<file path="src/inc/conv_sup_pkg.sv">
// Purpose: Shared constants and types for the converter supervisor
// Assumes: 100 MHz core clock, synchronous active-high reset
// Notes: Fault sources are indexed by the IDX_OUT_OV..IDX_OT constants
package conv_sup_pkg;
   localparam int NUM_COND = 6;
   localparam int VW = 12;
   localparam int CW = 12;
   localparam int TW = 10;
   localparam int DLYW = 16;
   localparam int FLTW = 4;
   // Condition indices
   localparam int IDX_OUT_OV = 0;
   localparam int IDX_OUT_UV = 1;
   localparam int IDX_IN_OV = 2;
   localparam int IDX_IN_UV = 3;
   localparam int IDX_OC = 4;
   localparam int IDX_OT = 5;
   localparam logic [2:0] RETRY_HICCUP = 3'h7;
   localparam logic [2:0] RETRY_RST = 3'h0;
   localparam logic [DLYW-1:0] DELAY_RST = 16'h0000;
   localparam int RETRY_FACTOR = 100;
   // Delay unit: 1 us expressed in ns, converted to core cycles
   localparam int DLY_UNIT_NS = 1000;
   localparam int CLK_PERIOD_NS = 10;
   localparam int DLY_UNIT_CYC = (DLY_UNIT_NS + CLK_PERIOD_NS - 1) / CLK_PERIOD_NS;
   localparam int FILT_SHIFT = 3;
   localparam logic [5:0] ALERT_MASK_RST = 6'h00;
   localparam logic FEATURE_TRACK_RST = 1'b0;
   localparam logic [1:0] SYNC_MODE_RST = 2'h0;
   // Temperature range limits in degrees C, signed
   localparam logic signed [TW-1:0] TEMP_MIN = -10'sd40;
   localparam logic signed [TW-1:0] TEMP_MAX = 10'sd150;

   typedef enum logic [1:0] {
      SYNC_OFF = 2'b00,
      SYNC_IN = 2'b01,
      SYNC_OUT = 2'b10
   } sync_mode_t;

   typedef struct packed {
      logic [DLYW-1:0] delay_to_fault;
      logic [DLYW-1:0] delay_to_retry;
      logic [2:0] retry_limit;
      logic soft_off;
   } fault_cfg_t;

   typedef struct packed {
      logic hs_on_n;
      logic ls_on_n;
      logic hiz;
   } stage_ctl_t;
endpackage : conv_sup_pkg

</file>
<file path="src/rtl/cur_filter.sv">
// Purpose: Moving average of current samples for telemetry and warnings
// Assumes: Samples arrive on sample_vld from same clock domain
// Notes: First-order IIR, shift sets time constant
`timescale 1ns/10ps
module cur_filter
   import conv_sup_pkg::*;
#(
   parameter int W = CW
) (
   input wire logic core_clk,
   input wire logic rst,
   input wire logic clk_en,
   input wire logic sample_vld,
   input wire logic [W-1:0] sample,
   output logic [W-1:0] avg_q
);
   logic [W+FILT_SHIFT-1:0] acc_q;

   always_ff @(posedge core_clk) begin
      if (rst) begin
         acc_q <= '0;
      end else if (clk_en && sample_vld) begin
         acc_q <= acc_q - (acc_q >> FILT_SHIFT) + {{FILT_SHIFT{1'b0}}, sample};
      end
   end

   always_ff @(posedge core_clk) begin
      if (rst) begin
         avg_q <= '0;
      end else if (clk_en) begin
         avg_q <= acc_q[W+FILT_SHIFT-1:FILT_SHIFT];
      end
   end
endmodule : cur_filter

</file>
<file path="src/rtl/fault_chan.sv">
// Purpose: Per-condition delay-to-fault, response launch and retry counting
// Assumes: cond is already synchronised or same-domain
// Notes: Latched off until enable falls; en_fall clears the latch
`timescale 1ns/10ps
module fault_chan
   import conv_sup_pkg::*;
(
   input wire logic core_clk,
   input wire logic rst,
   input wire logic clk_en,
   input wire logic tick,
   input wire logic cond,
   input wire logic is_fault,
   input wire fault_cfg_t cfg,
   input wire logic en_fall,
   output logic trip_q,
   output logic latched_q,
   output logic flag_set
);
   typedef enum logic [1:0] {
      CH_IDLE = 2'b00,
      CH_DLY = 2'b01,
      CH_TRIP = 2'b10,
      CH_LATCH = 2'b11
   } ch_state_t;

   ch_state_t st_q;
   logic [DLYW+7-1:0] cnt_q;
   logic [2:0] tries_q;
   logic [DLYW+7-1:0] retry_dly;

   // Retry delay derives from the fault delay when that is non-zero
   always_comb begin
      if (cfg.delay_to_fault != DELAY_RST) begin
         retry_dly = (DLYW+7)'(cfg.delay_to_fault) * (DLYW+7)'(RETRY_FACTOR);
      end else begin
         retry_dly = (DLYW+7)'(cfg.delay_to_retry);
      end
   end

   assign flag_set = clk_en && cond;

   always_ff @(posedge core_clk) begin
      if (rst) begin
         st_q <= CH_IDLE;
         cnt_q <= '0;
         tries_q <= RETRY_RST;
         trip_q <= 1'b0;
         latched_q <= 1'b0;
      end else if (clk_en) begin
         case (st_q)
            CH_IDLE: begin
               if (cond && is_fault) begin
                  if (cfg.delay_to_fault == DELAY_RST) begin
                     st_q <= CH_TRIP;
                     trip_q <= 1'b1;
                     cnt_q <= retry_dly;
                  end else begin
                     st_q <= CH_DLY;
                     cnt_q <= (DLYW+7)'(cfg.delay_to_fault);
                  end
               end
            end
            CH_DLY: begin
               if (tick) begin
                  if (cnt_q > (DLYW+7)'(1)) begin
                     cnt_q <= cnt_q - (DLYW+7)'(1);
                  end else if (cond) begin
                     st_q <= CH_TRIP;
                     trip_q <= 1'b1;
                     cnt_q <= retry_dly;
                  end else begin
                     st_q <= CH_IDLE;
                  end
               end
            end
            CH_TRIP: begin
               if (cfg.retry_limit != RETRY_HICCUP && tries_q >= cfg.retry_limit) begin
                  st_q <= CH_LATCH;
                  latched_q <= 1'b1;
               end else if (tick) begin
                  if (cnt_q > (DLYW+7)'(1)) begin
                     cnt_q <= cnt_q - (DLYW+7)'(1);
                  end else begin
                     trip_q <= 1'b0;
                     st_q <= CH_IDLE;
                     if (cond) begin
                        tries_q <= (cfg.retry_limit == RETRY_HICCUP) ? tries_q :
                           tries_q + 3'h1;
                     end else begin
                        tries_q <= RETRY_RST;
                     end
                  end
               end
            end
            CH_LATCH: begin
               if (en_fall) begin
                  st_q <= CH_IDLE;
                  trip_q <= 1'b0;
                  latched_q <= 1'b0;
                  tries_q <= RETRY_RST;
               end
            end
            default: st_q <= CH_IDLE;
         endcase
      end
   end

   chk_latch_holds_trip: assert property (@(posedge core_clk) disable iff (rst)
      latched_q |-> trip_q) else $error("latched without trip");
   chk_zero_delay_trip: assert property (@(posedge core_clk) disable iff (rst)
      (clk_en && st_q == CH_IDLE && cond && is_fault && cfg.delay_to_fault == DELAY_RST)
      |=> trip_q) else $error("zero delay fault did not trip");
   chk_warn_no_trip: assert property (@(posedge core_clk) disable iff (rst)
      $rose(trip_q) |-> $past(cond) && $past(is_fault)) else $error("trip without fault");
endmodule : fault_chan

</file>
<file path="src/rtl/conv_supervisor.sv">
// Purpose: Set point selection, fault classification and shutdown control
// Assumes: Analog pins arrive as sampled codes; enable pin is asynchronous
// Notes: Faults with soft_off set in fault_cfg use soft-off, all other faults go high impedance
`timescale 1ns/10ps

// Functional notes
// - Target is minimum of programmed setting and tracking input.
// - Tracking off after reset; enabled by feature control command.
// - With tracking enabled, tracking input overrides prebias off level.
// - Sync pin direction chosen by pin configuration command; off by default.
// - Report controller and combined power-train temperature, -40 to 150 C.
// - Current averaged before telemetry and warning compare.
// - Over-current compares raw unfiltered samples.
// - Warnings set flags only; faults set flag and launch response.
// - Alert output maskable per condition.
// - Over-temperature fault ramps output down at fall slew rate.
// - Soft-off stops at prebias off level.
// - Other faults switch both power switches off immediately.
// - Non-zero fault delay: wait, re-check, respond only if persisting.
// - Non-zero retry delay: wait, restart, re-respond if fault persists.
// - Non-zero fault delay makes retry delay 100 times fault delay.
// - Retry count 0..6 restarts; seven means unlimited hiccup.
// - Defaults: zero delay and latch off.
// - Latched fault cleared by enable pin low then high; cleared here already on the enable falling edge (en_fall).
// - Disable with non-zero off level ramps to level then tristates.
module conv_supervisor
   import conv_sup_pkg::*;
#(
   parameter int RAMP_STEP_W = 8
) (
   input wire logic core_clk,
   input wire logic rst,
   input wire logic clk_en,
   input wire logic enable_pin,
   input wire logic [VW-1:0] vout_setting,
   input wire logic [VW-1:0] tracking_input,
   input wire logic [VW-1:0] prebias_off_level,
   input wire logic [RAMP_STEP_W-1:0] fall_step,
   input wire logic feature_control_command,
   input wire logic [1:0] pin_configuration_command,
   input wire logic cmd_strobe,
   input wire logic [CW-1:0] iout_sample,
   input wire logic iout_vld,
   input wire logic [CW-1:0] oc_fault_limit,
   input wire logic [CW-1:0] oc_warn_limit,
   input wire logic signed [TW-1:0] ctrl_temp,
   input wire logic signed [TW-1:0] pt_temp_a,
   input wire logic signed [TW-1:0] pt_temp_b,
   input wire logic signed [TW-1:0] ot_fault_limit,
   input wire logic [3:0] cmp_fault,
   input wire logic [NUM_COND-1:0] cmp_warn,
   input wire logic [NUM_COND-1:0] alert_mask,
   input wire fault_cfg_t [NUM_COND-1:0] fault_cfg,
   input wire logic status_clear,
   output logic [VW-1:0] target_q,
   output stage_ctl_t stage_q,
   output logic [1:0] sync_dir_q,
   output logic signed [TW-1:0] temp_ctrl_q,
   output logic signed [TW-1:0] temp_pt_q,
   output logic [CW-1:0] iout_avg_q,
   output logic [NUM_COND-1:0] status_q,
   output logic alert_n_q,
   output logic latched_off_q
);
   typedef enum logic [1:0] {
      OP_OFF = 2'b00,
      OP_RUN = 2'b01,
      OP_RAMP = 2'b10,
      OP_HIZ = 2'b11
   } op_state_t;

   op_state_t op_q;
   logic en_s1_q;
   logic en_s2_q;
   logic en_d_q;
   logic track_en_q;
   logic [VW-1:0] ramp_q;
   logic [15:0] tick_cnt_q;
   logic tick;
   logic [CW-1:0] iout_avg;
   logic [NUM_COND-1:0] cond;
   logic [NUM_COND-1:0] flag_set;
   logic [NUM_COND-1:0] trip;
   logic [NUM_COND-1:0] latched;
   logic [VW-1:0] track_pt;
   logic hard_trip;
   logic soft_trip;
   logic en_fall;
   logic signed [TW:0] pt_sum;
   logic [VW-1:0] off_level;

   // Enable pin is asynchronous: two stages before use
   always_ff @(posedge core_clk) begin
      if (rst) begin
         en_s1_q <= 1'b0;
         en_s2_q <= 1'b0;
         en_d_q <= 1'b0;
      end else if (clk_en) begin
         en_s1_q <= enable_pin;
         en_s2_q <= en_s1_q;
         en_d_q <= en_s2_q;
      end
   end
   assign en_fall = en_d_q && !en_s2_q;

   // Delay timebase for fault and retry timing
   always_ff @(posedge core_clk) begin
      if (rst) begin
         tick_cnt_q <= '0;
      end else if (clk_en) begin
         if (tick_cnt_q == 16'(DLY_UNIT_CYC - 1)) begin
            tick_cnt_q <= '0;
         end else begin
            tick_cnt_q <= tick_cnt_q + 16'h0001;
         end
      end
   end
   assign tick = (tick_cnt_q == 16'(DLY_UNIT_CYC - 1));

   // Management commands
   always_ff @(posedge core_clk) begin
      if (rst) begin
         track_en_q <= FEATURE_TRACK_RST;
         sync_dir_q <= SYNC_MODE_RST;
      end else if (clk_en && cmd_strobe) begin
         track_en_q <= feature_control_command;
         sync_dir_q <= pin_configuration_command;
      end
   end

   // Averaged current for telemetry and warnings only
   cur_filter #(
      .W(CW)
   ) u_filt (
      .core_clk(core_clk),
      .rst(rst),
      .clk_en(clk_en),
      .sample_vld(iout_vld),
      .sample(iout_sample),
      .avg_q(iout_avg)
   );

   assign pt_sum = (TW+1)'(pt_temp_a) + (TW+1)'(pt_temp_b);

   // Temperature telemetry, clamped to the sensing range
   always_ff @(posedge core_clk) begin
      if (rst) begin
         temp_ctrl_q <= '0;
         temp_pt_q <= '0;
         iout_avg_q <= '0;
      end else if (clk_en) begin
         temp_ctrl_q <= (ctrl_temp < TEMP_MIN) ? TEMP_MIN :
            (ctrl_temp > TEMP_MAX) ? TEMP_MAX : ctrl_temp;
         temp_pt_q <= (pt_sum < (TW+1)'(TEMP_MIN)) ? TEMP_MIN :
            (pt_sum > (TW+1)'(TEMP_MAX)) ? TEMP_MAX : pt_sum[TW-1:0];
         iout_avg_q <= iout_avg;
      end
   end

   // Fault conditions; raw sample feeds over-current so filter lag is avoided
   always_comb begin
      cond = '0;
      cond[IDX_OUT_OV] = cmp_fault[0];
      cond[IDX_OUT_UV] = cmp_fault[1];
      cond[IDX_IN_OV] = cmp_fault[2];
      cond[IDX_IN_UV] = cmp_fault[3];
      cond[IDX_OC] = iout_vld && (iout_sample > oc_fault_limit);
      cond[IDX_OT] = (ctrl_temp > ot_fault_limit) || (temp_pt_q > ot_fault_limit);
   end

   genvar gi;
   generate
      for (gi = 0; gi < NUM_COND; gi++) begin : g_chan
         fault_chan u_chan (
            .core_clk(core_clk),
            .rst(rst),
            .clk_en(clk_en),
            .tick(tick),
            .cond(cond[gi]),
            .is_fault(1'b1),
            .cfg(fault_cfg[gi]),
            .en_fall(en_fall),
            .trip_q(trip[gi]),
            .latched_q(latched[gi]),
            .flag_set(flag_set[gi])
         );
      end
   endgenerate

   // Status flags: warnings and faults both set; set wins over clear
   always_ff @(posedge core_clk) begin
      if (rst) begin
         status_q <= '0;
      end else if (clk_en) begin
         status_q <= (status_clear ? '0 : status_q) | flag_set | cmp_warn
            | {NUM_COND{1'b0}} | ((iout_avg > oc_warn_limit) ?
            NUM_COND'(1) << IDX_OC : '0);
      end
   end

   always_ff @(posedge core_clk) begin
      if (rst) begin
         alert_n_q <= 1'b1;
      end else if (clk_en) begin
         alert_n_q <= ~|(status_q & ~alert_mask);
      end
   end

   always_comb begin
      hard_trip = 1'b0;
      soft_trip = 1'b0;
      for (int i = 0; i < NUM_COND; i++) begin
         if (trip[i] && fault_cfg[i].soft_off) begin
            soft_trip = 1'b1;
         end else if (trip[i]) begin
            hard_trip = 1'b1;
         end
      end
   end

   assign track_pt = (tracking_input < vout_setting) ? tracking_input : vout_setting;
   // Tracking wins over the prebias floor
   assign off_level = track_en_q ? '0 : prebias_off_level;

   // Output sequencing
   always_ff @(posedge core_clk) begin
      if (rst) begin
         op_q <= OP_OFF;
         ramp_q <= '0;
         stage_q <= '{hs_on_n: 1'b1, ls_on_n: 1'b1, hiz: 1'b1};
         target_q <= '0;
         latched_off_q <= 1'b0;
      end else if (clk_en) begin
         latched_off_q <= |latched;
         case (op_q)
            OP_OFF: begin
               stage_q <= '{hs_on_n: 1'b1, ls_on_n: 1'b1, hiz: 1'b1};
               target_q <= '0;
               if (en_s2_q && !(|trip)) begin
                  op_q <= OP_RUN;
               end
            end
            OP_RUN: begin
               stage_q <= '{hs_on_n: 1'b0, ls_on_n: 1'b0, hiz: 1'b0};
               target_q <= track_en_q ? track_pt : vout_setting;
               ramp_q <= track_en_q ? track_pt : vout_setting;
               if (hard_trip) begin
                  op_q <= OP_HIZ;
                  stage_q <= '{hs_on_n: 1'b1, ls_on_n: 1'b1, hiz: 1'b1};
               end else if (soft_trip || !en_s2_q) begin
                  op_q <= OP_RAMP;
               end
            end
            OP_RAMP: begin
               if (hard_trip) begin
                  op_q <= OP_HIZ;
                  stage_q <= '{hs_on_n: 1'b1, ls_on_n: 1'b1, hiz: 1'b1};
               end else if (track_en_q && en_s2_q && !soft_trip) begin
                  target_q <= track_pt;
               end else if (ramp_q > off_level + VW'(fall_step)) begin
                  ramp_q <= ramp_q - VW'(fall_step);
                  target_q <= ramp_q - VW'(fall_step);
               end else begin
                  target_q <= off_level;
                  op_q <= OP_HIZ;
                  stage_q <= '{hs_on_n: 1'b1, ls_on_n: 1'b1, hiz: 1'b1};
               end
            end
            OP_HIZ: begin
               if (!(|trip) && en_s2_q) begin
                  op_q <= OP_RUN;
               end else if (!en_s2_q && !(|trip)) begin
                  op_q <= OP_OFF;
               end
            end
            default: op_q <= OP_OFF;
         endcase
      end
   end

   chk_hiz_on_hard: assert property (@(posedge core_clk) disable iff (rst)
      (clk_en && op_q == OP_RUN && hard_trip) |=> stage_q.hiz && stage_q.hs_on_n
      && stage_q.ls_on_n) else $error("hard fault did not tristate");
   chk_track_reset: assert property (@(posedge core_clk)
      $fell(rst) |-> !track_en_q) else $error("tracking on after reset");
   chk_target_min: assert property (@(posedge core_clk) disable iff (rst)
      (op_q == OP_RUN && track_en_q) |=> target_q <= vout_setting || !$stable(vout_setting)
      || $past(op_q) != OP_RUN) else $error("target above setting");
   chk_alert_mask: assert property (@(posedge core_clk) disable iff (rst)
      (clk_en && (status_q & ~alert_mask) != '0) |=> !alert_n_q)
      else $error("unmasked flag did not alert");
   chk_soft_ramp: assert property (@(posedge core_clk) disable iff (rst)
      (clk_en && op_q == OP_RUN && soft_trip && !hard_trip) |=> op_q == OP_RAMP)
      else $error("soft-off not entered");
   chk_sync_default: assert property (@(posedge core_clk)
      $fell(rst) |-> sync_dir_q == SYNC_OFF) else $error("sync not off");
endmodule : conv_supervisor

</file>
<file path="config.mk">
export PLATFORM = sky130hd
export DESIGN_NAME = conv_supervisor
export DESIGN_NICKNAME = d
export VERILOG_FILES = /design/src/inc/conv_sup_pkg.sv /design/src/rtl/cur_filter.sv /design/src/rtl/fault_chan.sv /design/src/rtl/conv_supervisor.sv
export SDC_FILE = /design/constraint.sdc
export NUM_CORES = 2
export LEC_CHECK = 0
export BUFFER_PORTS_ARGS = -buffer_cell sky130_fd_sc_hd__buf_2
export CAP_MARGIN = 0
export CELL_PAD_IN_SITES_DETAIL_PLACEMENT = 0
export CELL_PAD_IN_SITES_GLOBAL_PLACEMENT = 1
export CORE_MARGIN = 10
export CORE_UTILIZATION = 40
export DETAILED_ROUTE_END_ITERATION = 16
export PLACE_DENSITY = 0.81
export SLEW_MARGIN = 20
export SYNTH_ARGS = -nofsm -noshare
export SYNTH_HDL_FRONTEND = slang
export SYNTH_SLANG_ARGS = --single-unit
</file>
<file path="constraint.sdc">
create_clock -name core_clk -period 15.75 [get_ports core_clk]
set_input_delay 3.15 -clock core_clk [delete_from_list [all_inputs] [get_ports core_clk]]
set_output_delay 3.15 -clock core_clk [all_outputs]
set_load 0.01 [all_outputs]
</file>
# Word level (Yosys, flattened, before mapping)
# Cells that the tools add are included.
# word_totals
ff_bits	298
word_cells	604
input_bits	362
output_inout_bits	57
# op_classes
eq_ne	132
n_bitwise	5
n_reduce_logical	102
multipliers	6
add_sub_neg	18
n_lt_le_gt_ge	22
muxes	269
# ops
cell	n
23-bit 2-to-1 mux	54
23-bit case mux with 3 select lines	6
23-bit by 1-bit greater-than comparator with 1-bit output, second input constant	6
23-bit by 1-bit subtractor with 23-bit output, second input constant	6
16-bit by 5-bit multiplier with 21-bit output, second input constant	6
2-bit 2-to-1 mux	57
12-bit 2-to-1 mux	9
3-bit 2-to-1 mux	35
16-bit logical NOT	6
16-bit nonzero test	6
2-bit != test, second input constant	46
7-bit AND reduction	12
1-bit 2-to-1 mux	73
3-bit != test, second input constant	22
10-bit AND reduction	6
2-bit case mux with 4 select lines	7
2-bit by 1-bit != test with 1-bit output, second input constant	24
8-bit AND reduction	6
10-bit 2-to-1 mux	4
12-bit greater-than comparator	3
12-bit case mux with 3 select lines	1
3-bit case mux with 2 select lines	6
2-bit == test, second input constant	14
4-bit AND reduction	7
40 further kinds	132

# Longest topological paths before layout
# logic_depth
word_depth	14
mapped_depth	22
depth_no_buf	20

# Modules after synthesis
# Synthesis repeated with hierarchy kept, for this count alone.
# unflattened
cells_unflattened	4547
area_unflattened_um2	34926.0
# by_module_without_submodules
module	instances	cells_each	area_per_inst_um2	seq_area_each_um2
fault_chan (g_chan[1].u_chan ...)	2	558	4260.3	600.6
fault_chan (g_chan[4].u_chan ...)	2	546	4110.2	600.6
conv_supervisor	1	924	7447.1	1781.7
fault_chan (g_chan[3].u_chan)	1	585	4331.7	600.6
fault_chan (g_chan[0].u_chan)	1	566	4211.5	600.6
cur_filter	1	264	2194.6	540.5

# Worst setup path before layout
# Ideal clock, no wire load.
# synth_timing
path_type	input-to-reg
startpoint	in prebias_off_level[1]
endpoint	reg ramp_q[0]
cell_stages	19
setup_time_ns	0.117
setup_slack_ns	8.328
path_buffers	1
t_required_ns	15.633
arrival_ns	7.304
path_cell_list	nor2b_1 -> ha_1 -> a21o_1 -> maj3_1 -> maj3_1 -> a21oi_1 -> nor2b_1 -> o31ai_1 -> nor2_1 -> a311oi_1 -> ha_1 -> a21o_1 -> a21o_1 -> a21oi_1 -> a311oi_1 -> nor2_1 -> clkbuf_1 -> a211oi_1 -> a32o_1
# synth_between
elab_chain_len	5
# synth_lines
item	line_no	rtl
start, declared	conv_supervisor.sv:37	input wire logic [VW-1:0] prebias_off_level,
12-bit 2-to-1 mux	conv_supervisor.sv:223	assign off_level = track_en_q ? '0 : prebias_off_level;
12-bit by 8-bit adder with 12-bit output	conv_supervisor.sv:260	end else if (ramp_q > off_level + VW'(fall_step)) begin
12-bit greater-than comparator	conv_supervisor.sv:260	
2-bit != test (no source line)	--	
5-bit AND reduction (no source line)	--	
end signal, assigned	conv_supervisor.sv:246	ramp_q <= track_en_q ? track_pt : vout_setting;
end signal, assigned	conv_supervisor.sv:261	ramp_q <= ramp_q - VW'(fall_step);
end, declared	conv_supervisor.sv:77	logic [VW-1:0] ramp_q;
# Every way passes these cells.
# A chain may end at the register's enable or synchronous reset.

# Worst setup path after layout
# layout_timing
startpoint	in prebias_off_level[1]
endpoint	reg ramp_q[2]
# Same word-level chain as after synthesis.

==> flow_summary_export.csv <==
group,metric,value,unit
outcome,outcome,"finished, final reports clean",
sta,skew,26.4,ps
synthesis,yosysTopAreaCell,"ha_1",
cells_and_area,final_cell_mix,"inv_1 (568), ha_1 (540), buf_2 (416)",
synthesis,synth_xor_area_share,4.42,%
cts,clkTransAtPathRegs,50,ps
grt,grt_max_degree,132,
hold_path,hp-class,"register to register",
cts,clk_path_buf_depth,3,
cts,root_buffer,"clkbuf_16",
synthesis,synth_area_per_cell,7.59,sq um
placement,place_congestion,0.898,
sta,slew_viol_final,0,
power_and_ir_drop,leakagePower,18.3,nW
sta,setup_viol,0,
sta,rsz0062_at_grt,"false",
critical_path,timing.critical_path.mode_cell,"a21o_1",
synthesis,synth_nets,5476,
routing,drc,0,
critical_path,critical_path.max_fanout,18,
die,die_x,312,um
sta,timing.fmax,133,MHz
critical_path,arrival,7990,ps
grt,grt_pass1_vias,32400,
cells_and_area,syn2layout_area_growth,13.1,%
sta,min_period,7530,ps
synthesis,yosysWarnings,0,
die,coreArea,0.0849,sq mm
cts,post_cts_resized,0,
cells_and_area,regArea,0.00593,sq mm
sta,worst_slack,8220,ps
die,start_util,40.2,%
routing,wl_met1,51.3,mm
critical_path,crit_path_start_kind,"input port",
critical_path,critPathBufInv,1,
cells_and_area,multi_input_area,0.0254,sq mm
cts,cts_hold_buffers,0,
sta,post-route-period-util,47.8,%
synthesis,synth_mux_area_share,2.29,%
placement,place_inst,5914,
routing,vias,33300,
grt,grt.total_usage,21.4,%
sta,maxSlewHeadroom,29.3,%
cts,insertion_delay,570,ps
sta,worst_pin_slew,1060,ps
synthesis,synth_seq_cells,296,
run,cap_violations,0,
critical_path,required,16210,ps
placement,dp_hpwl,87.0,mm
synthesis,synth_compound_area_share,23.9,%
routing,ant_nets,0,
synthesis,yosys.area_share.simple,19.0,%
synthesis,synthCells,4493,
synthesis,yosys_most_used_dff,"dfxtp_1",
critical_path,cpPeakStageDelay,640,ps
cts,cts_buffers,41,
cells_and_area,layout-drive-gt1-share,12.4,%
routing,wl_per_cell,18.3,um
grt,grt_pass1_wl,174,mm
synthesis,synth_area_leaders,"ha_1 (20%), dfxtp_1 (17%), inv_1 (6.3%)",
synthesis,synth-async-reset-ratio,0,%
routing,drt-total-wl,110,mm
cts,cts_sinks,296,
die,io_pins,419,
placement,port_buffers,418,
cts,cts_tree,"yes",
grt,antenna_found_initial,22,
routing,met3WireLength,5.87,mm
synthesis,yosysSeqAreaShare,17.4,%
sta,fin_hold_ws,446,ps
critical_path,path_cells,"buf_2 > nor2b_1 > ha_1 > a21o_1 > maj3_1 > maj3_1 > a21oi_1 > nor2b_1 > o31ai_1 > nor2_1 > a311oi_1 > ha_1 > a21o_1 > a21o_1 > a21oi_1 > a311oi_1 > nor2_2 > a211oi_1 > a32o_1",
critical_path,cp_top_family,"compound AO/OA/AOI/OAI gates",
die,fp.dieH,312,um
cells_and_area,final_common_cell,"inv_1",
routing,wl_met2,50.0,mm
synthesis,synth_fa_ha_area_share,24.6,%
cells_and_area,fillers,8828,
sta,fin_tns_setup,0,ps
placement,dp_slack,7500,ps
sta,hold_violations,0,
routing,drtIter0Drc,2001,
routing,top_layer,"met5",
power_and_ir_drop,power_density,100,mW/mm^2
critical_path,crit_type,"input port to register",
critical_path,setup.worst_path.end_class,"register",
cts,htreeDepth,2,
cells_and_area,num-nets-final,5796,
die,dieArea,0.0974,sq mm
cells_and_area,layout.cells.non_filler,5991,
synthesis,ys_types,99,
synthesis,synth-edff-count,0,
routing,routed_via_density,5.55,
routing,dr.pass1.iters,5,
synthesis,synth_top_family_by_area,"adder cells",
power_and_ir_drop,ir_drop,0.0599,mV
synthesis,netlist.area_leader.share,19.8,%
grt,grt_overflow_total,0,
cts,cts_setup_buffers,0,
die,rows,107,
critical_path,cpMaxStageDelayCell,"nor2_2",
synthesis,netlist_area,0.0341,sq mm
[logic make-up after synthesis]
logic type / Yosys count
buffers and inverters: 739
XOR/XNOR: 172
flip-flops: 296
AO/OA/AOI/OAI: 1243
multiplexers: 76
AND/OR/NAND/NOR: 1344
adder cells (fa/ha/maj): 623
[per-stage QoR]
step / utilization, % / instance area, sq um / power (mW)
4_1_cts: 45.4 / 38600 / 3.89
5_1_grt: 45.5 / 38600 / 4.19
3_3_place_gp: 43.8 / 37200 / 2.86
6_report: 45.5 / 38600 / 3.87
3_5_place_dp: 43.8 / 37200 / 2.88
2_1_floorplan: - / 34100 / 2.41
[worst min-delay path, cell delays in order (launching register included)]
cell	delay [ps]
dfxtp_1	300
nand2_1	50
a21oi_1	50
[synth_stat cells (all sizes together), types with 52 or more instances]
cell,number
xor2,85
mux2i,63
nor3,120
nor2,340
nand2,412
o21ai,247
nand3,105
dfxtp,296
a211oi,58
fa,81
a21o,67
nand4,52
o211ai,74
xnor2,87
ha,540
inv,569
a21oi,359
clkbuf,128
[metal layers]
metal / GRT usage (%) / vias to the layer above
met5: 0 / -
met4: 5.41 / 16
met3: 3.43 / 158
met2: 35.5 / 834
met1: 28.7 / 15600
li1: - / 16600
[worst paths after layout]
kind | startpoint | endpoint | slack (ps) | cells after the start
min | g_chan[3].u_chan.cnt_q[12] | g_chan[3].u_chan.cnt_q[12] | 450 | 2
max reg2reg | track_en_q | ramp_q[2] | 10440 | 18
max | prebias_off_level[1] | ramp_q[2] | 8220 | 19
min reg2reg | g_chan[3].u_chan.cnt_q[12] | g_chan[3].u_chan.cnt_q[12] | 450 | 2
[power breakdown]
group | leakage [nW] | total (mW) | switching (mW) | internal, mW
combinational | 15.2 | 2.00 | 1.18 | 0.819
sequential | 2.41 | 0.889 | 0.0742 | 0.815
clock | 0.689 | 0.980 | 0.382 | 0.598
total | 18.3 | 3.87 | 1.63 | 2.23
[registers in the layout, indices dropped and copies added, names as in the netlist, 10 cells and up]
signal / cells
g_chan.u_chan.cnt_q: 138
g_chan.u_chan.st_q: 12
g_chan.u_chan.tries_q: 18
iout_avg_q: 12
ramp_q: 12
target_q: 12
temp_ctrl_q: 10
temp_pt_q: 10
tick_cnt_q: 16
u_filt.acc_q: 15
u_filt.avg_q: 12
[area by class of cell]
type | count | area share, %
antenna | 7 | 0.0454
clock buffer | 55 | 3.11
clock inverter | 15 | 0.480
inverter | 572 | 5.56
multi-input combinational | 3458 | 65.7
sequential | 296 | 15.4
tap | 1144 | 3.71
timing repair buffer | 444 | 5.99
No activity file was read; power rests on OpenSTA's default activity.
